File: src/include/annp_cfg.svh
// Behaviour
// toggle bit inverts on every next page word transmitted; with a base page in the same cycle the code loads the inverse of bit 11.
// first next page toggle is inverse of base page bit 11.
// code field of transmit register copied into sent word bits 10:0.
// partner code field appears in partner register bits 10:0.
// partner more-pages flag appears in partner register bit 15.
// partner page-format flag appears in partner register bit 13.
// partner second-acknowledge flag appears in partner register bit 12.
// reserved bit 14 of partner register always reads zero.
// management writes reserved bits at their defaults on every write.
// partner register at address 8, read-only, resets to zero.
// transmit register at address 7; toggle and reserved bits read-only.
// page-received flag latches on new word, clears on expansion read.
// partner register updates whole word at once on reception.
`ifndef ANNP_CFG_SVH
`define ANNP_CFG_SVH
`define ANNP_ADDR_EXP       5'h06
`define ANNP_ADDR_TX        5'h07
`define ANNP_ADDR_PARTNER   5'h08
`define ANNP_BIT_MORE       15
`define ANNP_BIT_RSVD       14
`define ANNP_BIT_FORMAT     13
`define ANNP_BIT_SECOND_ACKNOWLEDGE_FLAG       12
`define ANNP_BIT_TOGGLE     11
`define ANNP_CODE_MSB       10
`define ANNP_BIT_PAGE_RX    1
`define ANNP_TX_RESET       16'h2001
`define ANNP_TX_WR_MASK     16'hB7FF
`define ANNP_PARTNER_MASK   16'hBFFF
`endif

File: src/include/annp_pkg.sv
package annp_pkg;
    typedef struct packed {
        logic [15:0] tx_word;
        logic        toggle;
        logic        first_np;
        logic [15:0] partner_word;
        logic        page_rx;
        logic [15:0] rd_data;
    } annp_state_t;
endpackage

File: src/annp_regs.sv
`timescale 1ns/100ps
`include "annp_cfg.svh"
module annp_regs (
    input  wire logic        i_clk_sys,
    input  wire logic        i_sys_rst,
    input  wire logic        i_mgmt_wr,
    input  wire logic        i_mgmt_rd,
    input  wire logic [4:0]  i_mgmt_addr,
    input  wire logic [15:0] i_mgmt_wdata,
    output logic      [15:0] o_mgmt_rdata,
    input  wire logic        i_base_sent,
    input  wire logic        i_base_bit11,
    input  wire logic        i_np_sent,
    output logic      [15:0] o_np_tx_word,
    input  wire logic        i_np_rx_valid,
    input  wire logic [15:0] i_np_rx_word,
    output logic             o_page_rx
);
    annp_pkg::annp_state_t st_reg;
    annp_pkg::annp_state_t st_next;
    logic toggle;
    // decoded strobes: wr_tx and rd_exp feed the next-state logic, all four feed the checks
    logic wr_tx;
    logic rd_tx;
    logic rd_exp;
    logic rd_partner;

    // one register selected by a live strobe
    function automatic logic addr_is(input logic strobe, input logic [4:0] addr, input logic [4:0] target);
        return strobe && (addr == target);
    endfunction

    assign wr_tx      = addr_is(i_mgmt_wr, i_mgmt_addr, `ANNP_ADDR_TX);
    assign rd_tx      = addr_is(i_mgmt_rd, i_mgmt_addr, `ANNP_ADDR_TX);
    assign rd_exp     = addr_is(i_mgmt_rd, i_mgmt_addr, `ANNP_ADDR_EXP);
    assign rd_partner = addr_is(i_mgmt_rd, i_mgmt_addr, `ANNP_ADDR_PARTNER);

    annp_toggle u_toggle (
        .i_clk_sys    (i_clk_sys),
        .i_sys_rst    (i_sys_rst),
        .i_base_sent  (i_base_sent),
        .i_base_bit11 (i_base_bit11),
        .i_np_sent    (i_np_sent),
        .o_toggle     (toggle)
    );

    function automatic logic [15:0] tx_view(input logic [15:0] w, input logic t);
        logic [15:0] v;
        v = w & `ANNP_TX_WR_MASK;
        v[`ANNP_BIT_TOGGLE] = t;
        return v;
    endfunction

    always_comb begin
        st_next = st_reg;
        st_next.toggle = toggle;
        // only the flag and code bits take write data
        if (wr_tx) begin
            st_next.tx_word = i_mgmt_wdata & `ANNP_TX_WR_MASK;
        end
        if (i_base_sent) begin
            st_next.first_np = 1'b1;
        end else if (i_np_sent) begin
            st_next.first_np = 1'b0;
        end
        if (rd_exp) begin
            st_next.page_rx = 1'b0;
        end
        // a reception in the same cycle as the clearing read wins
        if (i_np_rx_valid) begin
            st_next.partner_word = i_np_rx_word & `ANNP_PARTNER_MASK;
            st_next.page_rx = 1'b1;
        end
        st_next.rd_data = 16'h0000;
        if (i_mgmt_rd) begin
            unique case (i_mgmt_addr)
                `ANNP_ADDR_TX:      st_next.rd_data = tx_view(st_reg.tx_word, toggle);
                `ANNP_ADDR_PARTNER: st_next.rd_data = st_reg.partner_word;
                `ANNP_ADDR_EXP: begin
                    st_next.rd_data = 16'h0000;
                    st_next.rd_data[`ANNP_BIT_PAGE_RX] = st_reg.page_rx;
                end
                default:            st_next.rd_data = 16'h0000;
            endcase
        end
    end

    always_ff @(posedge i_clk_sys) begin
        if (i_sys_rst) begin
            st_reg.tx_word      <= `ANNP_TX_RESET;
            st_reg.toggle       <= 1'b0;
            st_reg.first_np     <= 1'b0;
            st_reg.partner_word <= 16'h0000;
            st_reg.page_rx      <= 1'b0;
            st_reg.rd_data      <= 16'h0000;
        end else begin
            st_reg <= st_next;
        end
    end

    assign o_mgmt_rdata = st_reg.rd_data;
    assign o_np_tx_word = tx_view(st_reg.tx_word, toggle);
    assign o_page_rx    = st_reg.page_rx;

    // transmit register: written fields go out unchanged, fixed bits stay fixed
    AST_CODE_COPY: assert property (@(posedge i_clk_sys) disable iff (i_sys_rst)
        wr_tx |=> o_np_tx_word[`ANNP_CODE_MSB:0] == $past(i_mgmt_wdata[`ANNP_CODE_MSB:0]))
        else $error("transmit code field mismatch");

    // each code bit holds between writes, whatever the toggle does
    for (genvar gi = 0; gi <= `ANNP_CODE_MSB; gi = gi + 1) begin : g_code_bit
        AST_CODE_BIT: assert property (@(posedge i_clk_sys) disable iff (i_sys_rst)
            !wr_tx |=> $stable(o_np_tx_word[gi]))
            else $error("transmit code bit changed without a write");
    end

    // flags of the outgoing word follow the last write
    AST_TX_FLAGS_COPY: assert property (@(posedge i_clk_sys) disable iff (i_sys_rst)
        wr_tx |=> o_np_tx_word[`ANNP_BIT_MORE] == $past(i_mgmt_wdata[`ANNP_BIT_MORE])
            && o_np_tx_word[`ANNP_BIT_FORMAT] == $past(i_mgmt_wdata[`ANNP_BIT_FORMAT])
            && o_np_tx_word[`ANNP_BIT_SECOND_ACKNOWLEDGE_FLAG] == $past(i_mgmt_wdata[`ANNP_BIT_SECOND_ACKNOWLEDGE_FLAG]))
        else $error("transmit flag bits not taken from the write");

    AST_TX_RSVD_LOW: assert property (@(posedge i_clk_sys) disable iff (i_sys_rst)
        !o_np_tx_word[`ANNP_BIT_RSVD])
        else $error("transmit reserved bit set");

    // writes aimed at other addresses must leave the transmit word alone
    AST_TX_HOLD: assert property (@(posedge i_clk_sys) disable iff (i_sys_rst)
        !wr_tx |=> $stable(st_reg.tx_word))
        else $error("transmit word changed without a write");

    // read-only bits of the transmit register show the fixed zero and the live toggle
    AST_TX_RO_BITS: assert property (@(posedge i_clk_sys) disable iff (i_sys_rst)
        rd_tx |=> !o_mgmt_rdata[`ANNP_BIT_RSVD]
            && o_mgmt_rdata[`ANNP_BIT_TOGGLE] == $past(toggle))
        else $error("transmit register read-only bits wrong");

    // a read of the transmit register shows exactly the word on its way out
    AST_TX_READBACK: assert property (@(posedge i_clk_sys) disable iff (i_sys_rst)
        rd_tx |=> o_mgmt_rdata == $past(o_np_tx_word))
        else $error("transmit register read differs from word sent");

    // toggle: the copy of the previous value lets a sent page be judged against it
    AST_TOGGLE_PREV: assert property (@(posedge i_clk_sys) disable iff (i_sys_rst)
        (i_np_sent && !i_base_sent) |=> toggle != st_reg.toggle)
        else $error("toggle equals the value of the page before");

    AST_TOGGLE_IDLE: assert property (@(posedge i_clk_sys) disable iff (i_sys_rst)
        !(i_np_sent || i_base_sent) |=> $stable(toggle))
        else $error("toggle moved with no page sent");

    // until the first next page goes out the loaded toggle must not move
    AST_FIRST_NP_HOLD: assert property (@(posedge i_clk_sys) disable iff (i_sys_rst)
        (st_reg.first_np && !i_base_sent && !i_np_sent) |=> (st_reg.first_np && $stable(toggle)))
        else $error("first next page toggle lost before sending");

    // partner register: every field but reserved bit 14 taken from the word that was offered
    AST_PARTNER_CAPTURE: assert property (@(posedge i_clk_sys) disable iff (i_sys_rst)
        i_np_rx_valid |=> st_reg.partner_word[`ANNP_CODE_MSB:0] == $past(i_np_rx_word[`ANNP_CODE_MSB:0]))
        else $error("partner code field not captured");

    AST_PARTNER_MORE: assert property (@(posedge i_clk_sys) disable iff (i_sys_rst)
        i_np_rx_valid |=> st_reg.partner_word[`ANNP_BIT_MORE] == $past(i_np_rx_word[`ANNP_BIT_MORE]))
        else $error("partner more-pages flag not captured");

    AST_PARTNER_FLAGS: assert property (@(posedge i_clk_sys) disable iff (i_sys_rst)
        i_np_rx_valid |=> st_reg.partner_word[`ANNP_BIT_FORMAT] == $past(i_np_rx_word[`ANNP_BIT_FORMAT]))
        else $error("partner page-format flag not captured");

    AST_PARTNER_SECOND_ACKNOWLEDGE_FLAG: assert property (@(posedge i_clk_sys) disable iff (i_sys_rst)
        i_np_rx_valid |=> st_reg.partner_word[`ANNP_BIT_SECOND_ACKNOWLEDGE_FLAG] == $past(i_np_rx_word[`ANNP_BIT_SECOND_ACKNOWLEDGE_FLAG]))
        else $error("partner second-acknowledge flag not captured");

    // the partner toggle is stored as received, so the whole word lands together
    AST_PARTNER_WHOLE: assert property (@(posedge i_clk_sys) disable iff (i_sys_rst)
        i_np_rx_valid |=> st_reg.partner_word[`ANNP_BIT_TOGGLE] == $past(i_np_rx_word[`ANNP_BIT_TOGGLE]))
        else $error("partner toggle bit not captured");

    AST_RSVD_ZERO: assert property (@(posedge i_clk_sys) disable iff (i_sys_rst)
        rd_partner |=> !o_mgmt_rdata[`ANNP_BIT_RSVD])
        else $error("reserved bit read nonzero");

    AST_PARTNER_RSVD_STORE: assert property (@(posedge i_clk_sys) disable iff (i_sys_rst)
        !st_reg.partner_word[`ANNP_BIT_RSVD])
        else $error("reserved bit stored nonzero");

    // nothing but a reception may change the stored word, so reads never see a mix
    AST_PARTNER_STABLE: assert property (@(posedge i_clk_sys) disable iff (i_sys_rst)
        !i_np_rx_valid |=> $stable(st_reg.partner_word))
        else $error("partner word changed without reception");

    AST_PARTNER_READ: assert property (@(posedge i_clk_sys) disable iff (i_sys_rst)
        rd_partner |=> o_mgmt_rdata == $past(st_reg.partner_word))
        else $error("partner register read wrong");

    // read data lasts one cycle and is zero otherwise
    AST_RDATA_IDLE: assert property (@(posedge i_clk_sys) disable iff (i_sys_rst)
        !i_mgmt_rd |=> o_mgmt_rdata == 16'h0000)
        else $error("read data not zero outside a read");

    // watched through reset itself, so no disable here
    AST_PARTNER_RESET: assert property (@(posedge i_clk_sys)
        i_sys_rst |=> (st_reg.partner_word == 16'h0000 && !o_page_rx))
        else $error("partner register not cleared by reset");

    // page received: set by a reception, cleared only by reading expansion
    AST_PAGE_RX_SET: assert property (@(posedge i_clk_sys) disable iff (i_sys_rst)
        i_np_rx_valid |=> o_page_rx)
        else $error("page received not set");

    AST_PAGE_RX_HOLD: assert property (@(posedge i_clk_sys) disable iff (i_sys_rst)
        (o_page_rx && !rd_exp) |=> o_page_rx)
        else $error("page received cleared without expansion read");

    AST_PAGE_RX_CLEAR: assert property (@(posedge i_clk_sys) disable iff (i_sys_rst)
        (rd_exp && !i_np_rx_valid) |=> !o_page_rx)
        else $error("page received not cleared by expansion read");

    AST_EXP_READ: assert property (@(posedge i_clk_sys) disable iff (i_sys_rst)
        rd_exp |=> o_mgmt_rdata[`ANNP_BIT_PAGE_RX] == $past(o_page_rx))
        else $error("expansion read does not show page received");
endmodule

File: src/annp_toggle.sv
`timescale 1ns/100ps
`include "annp_cfg.svh"
module annp_toggle (
    input  wire logic i_clk_sys,
    input  wire logic i_sys_rst,
    input  wire logic i_base_sent,
    input  wire logic i_base_bit11,
    input  wire logic i_np_sent,
    output logic      o_toggle
);
    logic toggle_reg;
    logic toggle_next;
    always_comb begin
        toggle_next = toggle_reg;
        if (i_base_sent) begin
            toggle_next = ~i_base_bit11;
        end else if (i_np_sent) begin
            toggle_next = ~toggle_reg;
        end
    end
    always_ff @(posedge i_clk_sys) begin
        if (i_sys_rst) begin
            toggle_reg <= 1'b0;
        end else begin
            toggle_reg <= toggle_next;
        end
    end
    assign o_toggle = toggle_reg;
    AST_TOGGLE_FLIP: assert property (@(posedge i_clk_sys) disable iff (i_sys_rst)
        (i_np_sent && !i_base_sent) |=> (o_toggle != $past(o_toggle)))
        else $error("toggle did not invert after next page");
    AST_TOGGLE_INIT: assert property (@(posedge i_clk_sys) disable iff (i_sys_rst)
        i_base_sent |=> (o_toggle == !$past(i_base_bit11)))
        else $error("initial toggle not inverse of base bit 11");
endmodule

File: config.mk
export PLATFORM = sky130hd
export DESIGN_NAME = annp_regs
export DESIGN_NICKNAME = d
export VERILOG_FILES = /design/src/include/annp_pkg.sv /design/src/annp_regs.sv /design/src/annp_toggle.sv
export VERILOG_INCLUDE_DIRS = /design/src /design/src/include
export SDC_FILE = /design/constraint.sdc
export NUM_CORES = 1
export LEC_CHECK = 0
export BUFFER_PORTS_ARGS = -buffer_cell sky130_fd_sc_hd__buf_2
export CORE_MARGIN = 3
export CORE_UTILIZATION = 53
export CTS_BUF_LIST = sky130_fd_sc_hd__clkbuf_16
export DETAILED_ROUTE_END_ITERATION = 6
export GPL_TIMING_DRIVEN = 0
export HOLD_SLACK_MARGIN = 0.06
export PLACE_DENSITY = 0.95
export SYNTH_ARGS = -nofsm -noshare
export SYNTH_HDL_FRONTEND = slang
export SYNTH_SLANG_ARGS = --single-unit
File: constraint.sdc
create_clock -name i_clk_sys -period 2.6 [get_ports i_clk_sys]
set_input_delay 0.52 -clock i_clk_sys [delete_from_list [all_inputs] [get_ports i_clk_sys]]
set_output_delay 0.52 -clock i_clk_sys [all_outputs]
set_load 0.01 [all_outputs]
; Word-level counts from Yosys, hierarchy flattened
; Cells that the tools add are included.
; W data, S select, Z words.
[op_classes]
n_eq_ne = 3
bitwise = 3
muxes = 5
reduce_logical = 5
[ops]
columns = cell, n
row1 = $pmux W16 S3, 1
row2 = $eq A5 B3 Y1 const B, 2
row3 = $eq A5 B4 Y1 const B, 1
row4 = $mux W1, 4
row5 = $reduce_bool A2 Y1, 2
row6 = $not A1 Y1, 3
row7 = $logic_and A1 B1 Y1, 2
row8 = $reduce_or A2 Y1, 1
[word_totals]
word_cells = 21
in_bits = 45
out_inout_bits = 33
regBits = 47

; Depth between registers and ports, before layout
; Gate-level depths: netlist (run 1).
[depth]
depth_word = 4
depth_mapped = 6
depth_no_buf = 3

; Modules after synthesis
; A second synthesis (run 1) with hierarchy kept.
[unflattened]
hier_cells = 225
hier_area_um2 = 2193.4
[modules_own_cells]
columns = mod, seq_area_each_um2, n_inst, cells_each, area_per_inst_um2
row1 = annp_regs, 900.9, 1, 221, 2152.1
row2 = annp_toggle, 20.0, 1, 4, 41.3

; Worst setup path before layout (run 1)
; Ideal clock, no wire load.
[synth_timing]
path_kind = input to register
start = input port i_mgmt_addr[3]
end = register st_reg, in the netlist o_np_tx_word[13]
arrival_ns = 1.477
required_time_ns = 2.528
setup_ns = 0.072
path_stages = 6
setup_slack_ns = 1.052
n_path_buf = 3
path_cell_list = and4bb_1 > buf_6 > and3_4 > buf_6 > buf_12 > mux2i_1
[synth_via]
elab_chain_cells = 2
[synth_lines]
columns = item, line_no
row1 = "start, declared", annp_regs.sv:8  ; input wire logic [4:0] i_mgmt_addr,
row2 = $eq A5 B3 Y1, annp_regs.sv:30  ; return strobe && (addr == target);
row3 = $logic_and A1 B1 Y1, annp_regs.sv:30
row4 = "end signal, assigned", annp_regs.sv:97  ; st_reg <= st_next;
row5 = "end, declared", annp_regs.sv:19  ; annp_pkg::annp_state_t st_reg;
; Every way passes these cells.
; A chain may end at the register's enable or synchronous reset.

; Worst setup path after layout (run 1)
[layout_timing]
start = input port i_mgmt_addr[4]
end = register st_reg, in the netlist o_np_tx_word[6]
; The elaborated chain is that of the path after synthesis.

==> results.json, run 1 <==
{
  "synth_most_common_cell": "dfxtp_1",
  "layout-area-overhead-vs-synth_pct": 25.4,
  "met2_length_um": 2350,
  "insertion_delay_ns": 0.28,
  "htree_num_levels": 2,
  "synth_top_area_frac": 0.425,
  "min_from": "i_base_bit11",
  "hpwl_um": 3510,
  "drc": 0,
  "placed_area_um2": 2580,
  "overflow": 0,
  "cts_sinks": 46,
  "core_um2": 3800,
  "via_count": 1713,
  "die_w_um": 70.0,
  "fp-row-count": 22,
  "globalplace.congestion": 0.857,
  "yosys-top-cells-area": "dfxtp_1 (42%), mux2i_1 (13%), buf_4 (11%)",
  "path_max_fanout": 10,
  "synth_area_um2": 2170,
  "hold_viol": 0,
  "synth_edf_count": 0,
  "path_buf_inv": 4,
  "worstRegToRegCells": 3,
  "dieArea_um2": 4890,
  "syn_area_per_cell_um2": 9.59,
  "hold_class": "input pin to register",
  "crit_chain": "buf_2 -> and4bb_1 -> buf_6 -> and3_4 -> buf_6 -> buf_12 -> mux2i_1",
  "io_pins": 78,
  "whs_ns": 0.415,
  "netlist_instances": 226,
  "max_stage_delay_ns": 0.28,
  "final_area_um2": 2720,
  "tns_ns": 0,
  "final_antenna_net_count": 0,
  "initial_core_util": 0.571,
  "drive_above_1_share": 0.401,
  "antenna_cells": 0,
  "grt_pass1_wl_um": 7540,
  "endpoint_kind": "register",
  "synth_common_cells": "dfxtp_1 (46), buf_4 (32), mux2i_1 (29), nand2b_1 (24), nor2_1 (21)",
  "root_buffer": "clkbuf_16",
  "worstPathArrival_ns": 1.74,
  "post_cts_buffers": 0,
  "fin_crit_sh": 0.595,
  "avgRoutedWirePerCell_um": 13.1,
  "synth.ff_latch_count": 46,
  "period_minus_slack_ns": 1.55,
  "path_class": "input pin to register",
  "maxSlewViolCount": 0,
  "grt_max_degree": 15,
  "reg2reg_slack_ns": 1.74,
  "cp-start-kind": "input pin",
  "drtIter0Drc": 78,
  "fmax_mhz": 646,
  "p_per_area_nw_per_um2": 539,
  "async_reset_ff_frac": 0,
  "cp_top_family": "buffers and inverters",
  "clockBufferDepth": 2,
  "rsz0062_at_grt": "false",
  "ys_warn_count": 0,
  "chipHeight_um": 70.0,
  "fin_skew_ns": 0.00171,
  "port_buffers": 69,
  "drt_pass1_iterations": 4,
  "synth_ff_type": "dfxtp_1",
  "status": "finished clean",
  "cp_common_cell": "buf_6",
  "antenna_found_initial": 0,
  "ctsResizeCount": 0,
  "setup_viol": 0,
  "whs_endpoint": "u_toggle.o_toggle$_SDFFE_PP0P_",
  "grt_pass1_vias": 1589,
  "clk_pin_slew_worst_paths_ns": 0.06,
  "ys_seq_area_frac": 0.425,
  "cts_hold_buf": 0,
  "nets": 348,
  "max-vdd-ir-drop_v": 0.000398,
  "cts_buffers": 5,
  "viasPerCell": 4.87,
  "highest_layer": "met4",
  "wl_um": 4600,
  "max_cap_viol_count": 0,
  "whs_path_depth": 2,
  "path_depth": 7,
  "yosys.cell_types.count": 23,
  "reg2reg_to": "u_toggle.o_toggle$_SDFFE_PP0P_",
  "crit_required_ns": 2.80,
  "m1WireLength_um": 1940,
  "grt_usage": 0.190,
  "utilization": 0.716,
  "rr_startpoint": "u_toggle.o_toggle$_SDFFE_PP0P_",
  "cts_tree": "built",
  "route.met3.wl_um": 230,
  "slowest_stage": "and4bb_1",
  "synth.largest_area_cell": "dfxtp_1",
  "cellLeakagePower_uw": 0.00126
}
==> per-stage QoR <==
stage | instances | setup slack [ns] | total power [µW]
floorplan | 227 | 1.05 | 826
global placement | 344 | 0.840 | 873
detailed placement | 344 | 0.788 | 878
CTS | 352 | 1.05 | 1470
global route | 352 | 1.00 | 1510
finish | 352 | 1.05 | 1470
==> logic make-up after synthesis <==
group	synth area share
AND/OR/NAND/NOR	0.220
buffers and inverters	0.163
flip-flops	0.425
multiplexers	0.134
AO/OA/AOI/OAI	0.0519
XOR/XNOR	0.00404
other	0.00173
==> cell type report <==
type	count	area, µm²
multi-input cells	131	897
well taps	48	60.1
fillers	274	1080
flip-flops and latches	46	921
clock inverters	3	16.3
repair buffers	69	345
clock buffers	5	125
inverters	2	7.51
plain buffers	48	347
==> placed cells by master, fill, tap and decap left out <==
master	instances
buf_2	75
dfxtp_1	46
buf_4	32
mux2i_1	29
nand2b_1	24
nor2_1	21
nand3_1	16
nand3b_1	15
a21oi_1	14
clkbuf_1	6
clkbuf_16	5
buf_6	3
inv_1	2
a31oi_1	2
conb_1	2
and4bb_1	1
and3_4	1
buf_12	1
nor4b_4	1
and3b_1	1
o211ai_2	1
xor2_1	1
a211oi_1	1
o21ba_2	1
clkinvlp_4	1
clkinv_2	1
clkinv_1	1
==> metal layers <==
layer  GRT usage  vias to the layer above
li1            -                      877
met1       0.223                      785
met2       0.345                       45
met3      0.0374                        6
met4      0.0574                        0
met5           0                        -
==> worst max-delay path by stage <==
stage	startpoint	to	slack [ns]
2_1_floorplan	i_mgmt_addr[3]	o_np_tx_word[13]$_SDFFE_PP1P_	1.05
3_3_place_gp	i_sys_rst	st_reg[17]$_SDFFE_PP0P_	0.84
3_5_place_dp	i_mgmt_addr[4]	o_np_tx_word[12]$_SDFFE_PP0P_	0.79
4_1_cts	i_mgmt_addr[4]	o_np_tx_word[6]$_SDFFE_PP0P_	1.05
5_1_grt	i_mgmt_addr[4]	o_np_tx_word[6]$_SDFFE_PP0P_	1.00
6_report	i_mgmt_addr[4]	o_np_tx_word[6]$_SDFFE_PP0P_	1.05
==> where the power goes <==
group / switching, µW / internal, µW / leakage [µW]
Sequential: 12.0 / 723 / 0.000374
Combinational: 62.4 / 68.3 / 0.000814
Clock: 250 / 350 / 0.0000672
Total: 324 / 1140 / 0.00126
Note: power is estimated with default switching activity, not from simulation.
==> run 2: changes to the inputs <==
CORE_UTILIZATION = 44   (was 53)
PLACE_DENSITY = 0.85   (was 0.95)
clock period = 1.4 ns   (was 2.6 ns; I/O delays follow)
==> results.json, run 2 (synthesized netlist as in run 1, its figures left out) <==
{
  "status": "finished clean",
  "rsz0062_at_grt": "false",
  "final_cell_mix": "buf_2 (75), dfxtp_1 (46), buf_4 (32)",
  "crit_required_ns": 1.61,
  "clk_pin_slew_worst_paths_ns": 0.06,
  "grt_use_met2": 0.268,
  "p_per_area_nw_per_um2": 998,
  "worstSetupEndpoint": "o_np_tx_word[13]$_SDFFE_PP1P_",
  "layout-area-overhead-vs-synth_pct": 26.4,
  "busiest_layer": "met2",
  "grt_max_degree": 15,
  "maxSlewViolCount": 0,
  "fmax_mhz": 806,
  "cts_sinks": 46,
  "period_minus_slack_ns": 1.24,
  "hold_class": "input pin to register",
  "ctsResizeCount": 0,
  "max_cap_viol_count": 0,
  "cts_buffers": 5,
  "globalplace.congestion": 0.760,
  "setup_viol": 0,
  "die_w_um": 76.2,
  "antenna_cells": 0,
  "cts_hold_buf": 0,
  "endpoint_kind": "register",
  "dieArea_um2": 5810,
  "grtUsageMet1": 0.193,
  "max-vdd-ir-drop_v": 0.000519,
  "insertion_delay_ns": 0.28,
  "pwr-share-clk": 0.414,
  "fin_crit_sh": 0.887,
  "clockBufferDepth": 2,
  "port_buffers": 69,
  "p_switching_uw": 615,
  "nets": 348,
  "drt_pass1_iterations": 6,
  "core_um2": 4560,
  "hpwl_um": 3630,
  "final_common_cell": "buf_2",
  "hold_viol": 0,
  "antenna_found_initial": 0,
  "post_cts_buffers": 0,
  "pwr-share-seq": 0.499,
  "overflow": 0,
  "worstRegToRegCells": 3,
  "grt_util_met3": 0.0473,
  "cellLeakagePower_uw": 0.00126,
  "whs_ns": 0.180,
  "reg2reg_to": "u_toggle.o_toggle$_SDFFE_PP0P_",
  "path_class": "input pin to register",
  "initial_core_util": 0.475,
  "grt_usage": 0.162,
  "htree_num_levels": 2,
  "drive_above_1_share": 0.405,
  "io_pins": 78,
  "cts_tree": "built",
  "crit_start": "i_mgmt_addr[4]",
  "viasPerCell": 4.64,
  "final_antenna_net_count": 0,
  "drc": 0,
  "grt_pass1_vias": 1664,
  "worstPathArrival_ns": 1.45,
  "fp-row-count": 24,
  "fin_skew_ns": 0.00396,
  "drtIter0Drc": 50,
  "grt_pass1_wl_um": 7650,
  "path_max_fanout": 10,
  "cp-start-kind": "input pin",
  "tns_ns": 0,
  "reg2reg_slack_ns": 0.54,
  "wl_um": 4610,
  "intPower_uw": 2120,
  "chipHeight_um": 76.2,
  "rr_startpoint": "u_toggle.o_toggle$_SDFFE_PP0P_",
  "root_buffer": "clkbuf_16",
  "switching_share": 0.225,
  "pwr-share-comb": 0.088,
  "via_count": 1711,
  "avgRoutedWirePerCell_um": 12.5
}
[run 2: cell count changes in the layout (fill, tap and decap cells not counted)]
cell	previous run	this run
clkbuf_1	6	5
clkbuf_2	0	1
[run 2: stage by stage]
step | cell area (µm²) | total power (µW) | instances | utilization | setup WS [ns]
floorplan | 2170 | 1530 | 227 | - | 0.0916
global placement | 2600 | 1630 | 361 | 0.569 | -0.126
detailed placement | 2600 | 1630 | 361 | 0.569 | -0.153
CTS | 2740 | 2760 | 369 | 0.600 | 0.155
global route | 2740 | 2830 | 369 | 0.601 | 0.101
finish | 2740 | 2740 | 369 | 0.601 | 0.159
[run 2: routing by layer]
metal / vias up / routed length [µm]
li1: 876 / -
met3: 10 / 312
met5: - / 0
met2: 59 / 2230
met1: 766 / 1950
met4: 0 / 116
[run 2: how the worst min path moves through the flow]
stage	end	slack (ns)	cells after the start	from
after floorplan	u_toggle.o_toggle$_SDFFE_PP0P_	0.38	1	i_base_sent
after global placement	u_toggle.o_toggle$_SDFFE_PP0P_	0.47	2	i_base_bit11
after detailed placement	u_toggle.o_toggle$_SDFFE_PP0P_	0.48	2	i_base_bit11
after CTS	u_toggle.o_toggle$_SDFFE_PP0P_	0.18	2	i_base_bit11
after global routing	u_toggle.o_toggle$_SDFFE_PP0P_	0.20	2	i_base_bit11
final	u_toggle.o_toggle$_SDFFE_PP0P_	0.18	2	i_base_bit11
[run 2: worst max-delay path, cell delays in order]
cell and delay [ns]:
buf_2 0.13, and4bb_1 0.26, buf_6 0.13, and3_4 0.18
buf_6 0.13, buf_12 0.14, mux2i_1 0.19
[run 2: power by group through the flow]
stage | Combinational, µW | Sequential, µW | Clock (µW)
final | 239 | 1360 | 1130
after global routing | 268 | 1370 | 1190
after CTS | 242 | 1360 | 1160
after detailed placement | 240 | 1390 | 0
after global placement | 234 | 1390 | 0
after floorplan | 149 | 1390 | 0
[run 2: final cells by class]
cell class	count	area, µm²
fillers	407	1820
multi-input cells	131	897
repair buffers	69	345
clock inverters	3	16.3
plain buffers	48	348
flip-flops and latches	46	921
well taps	65	81.3
inverters	2	7.51
clock buffers	5	125
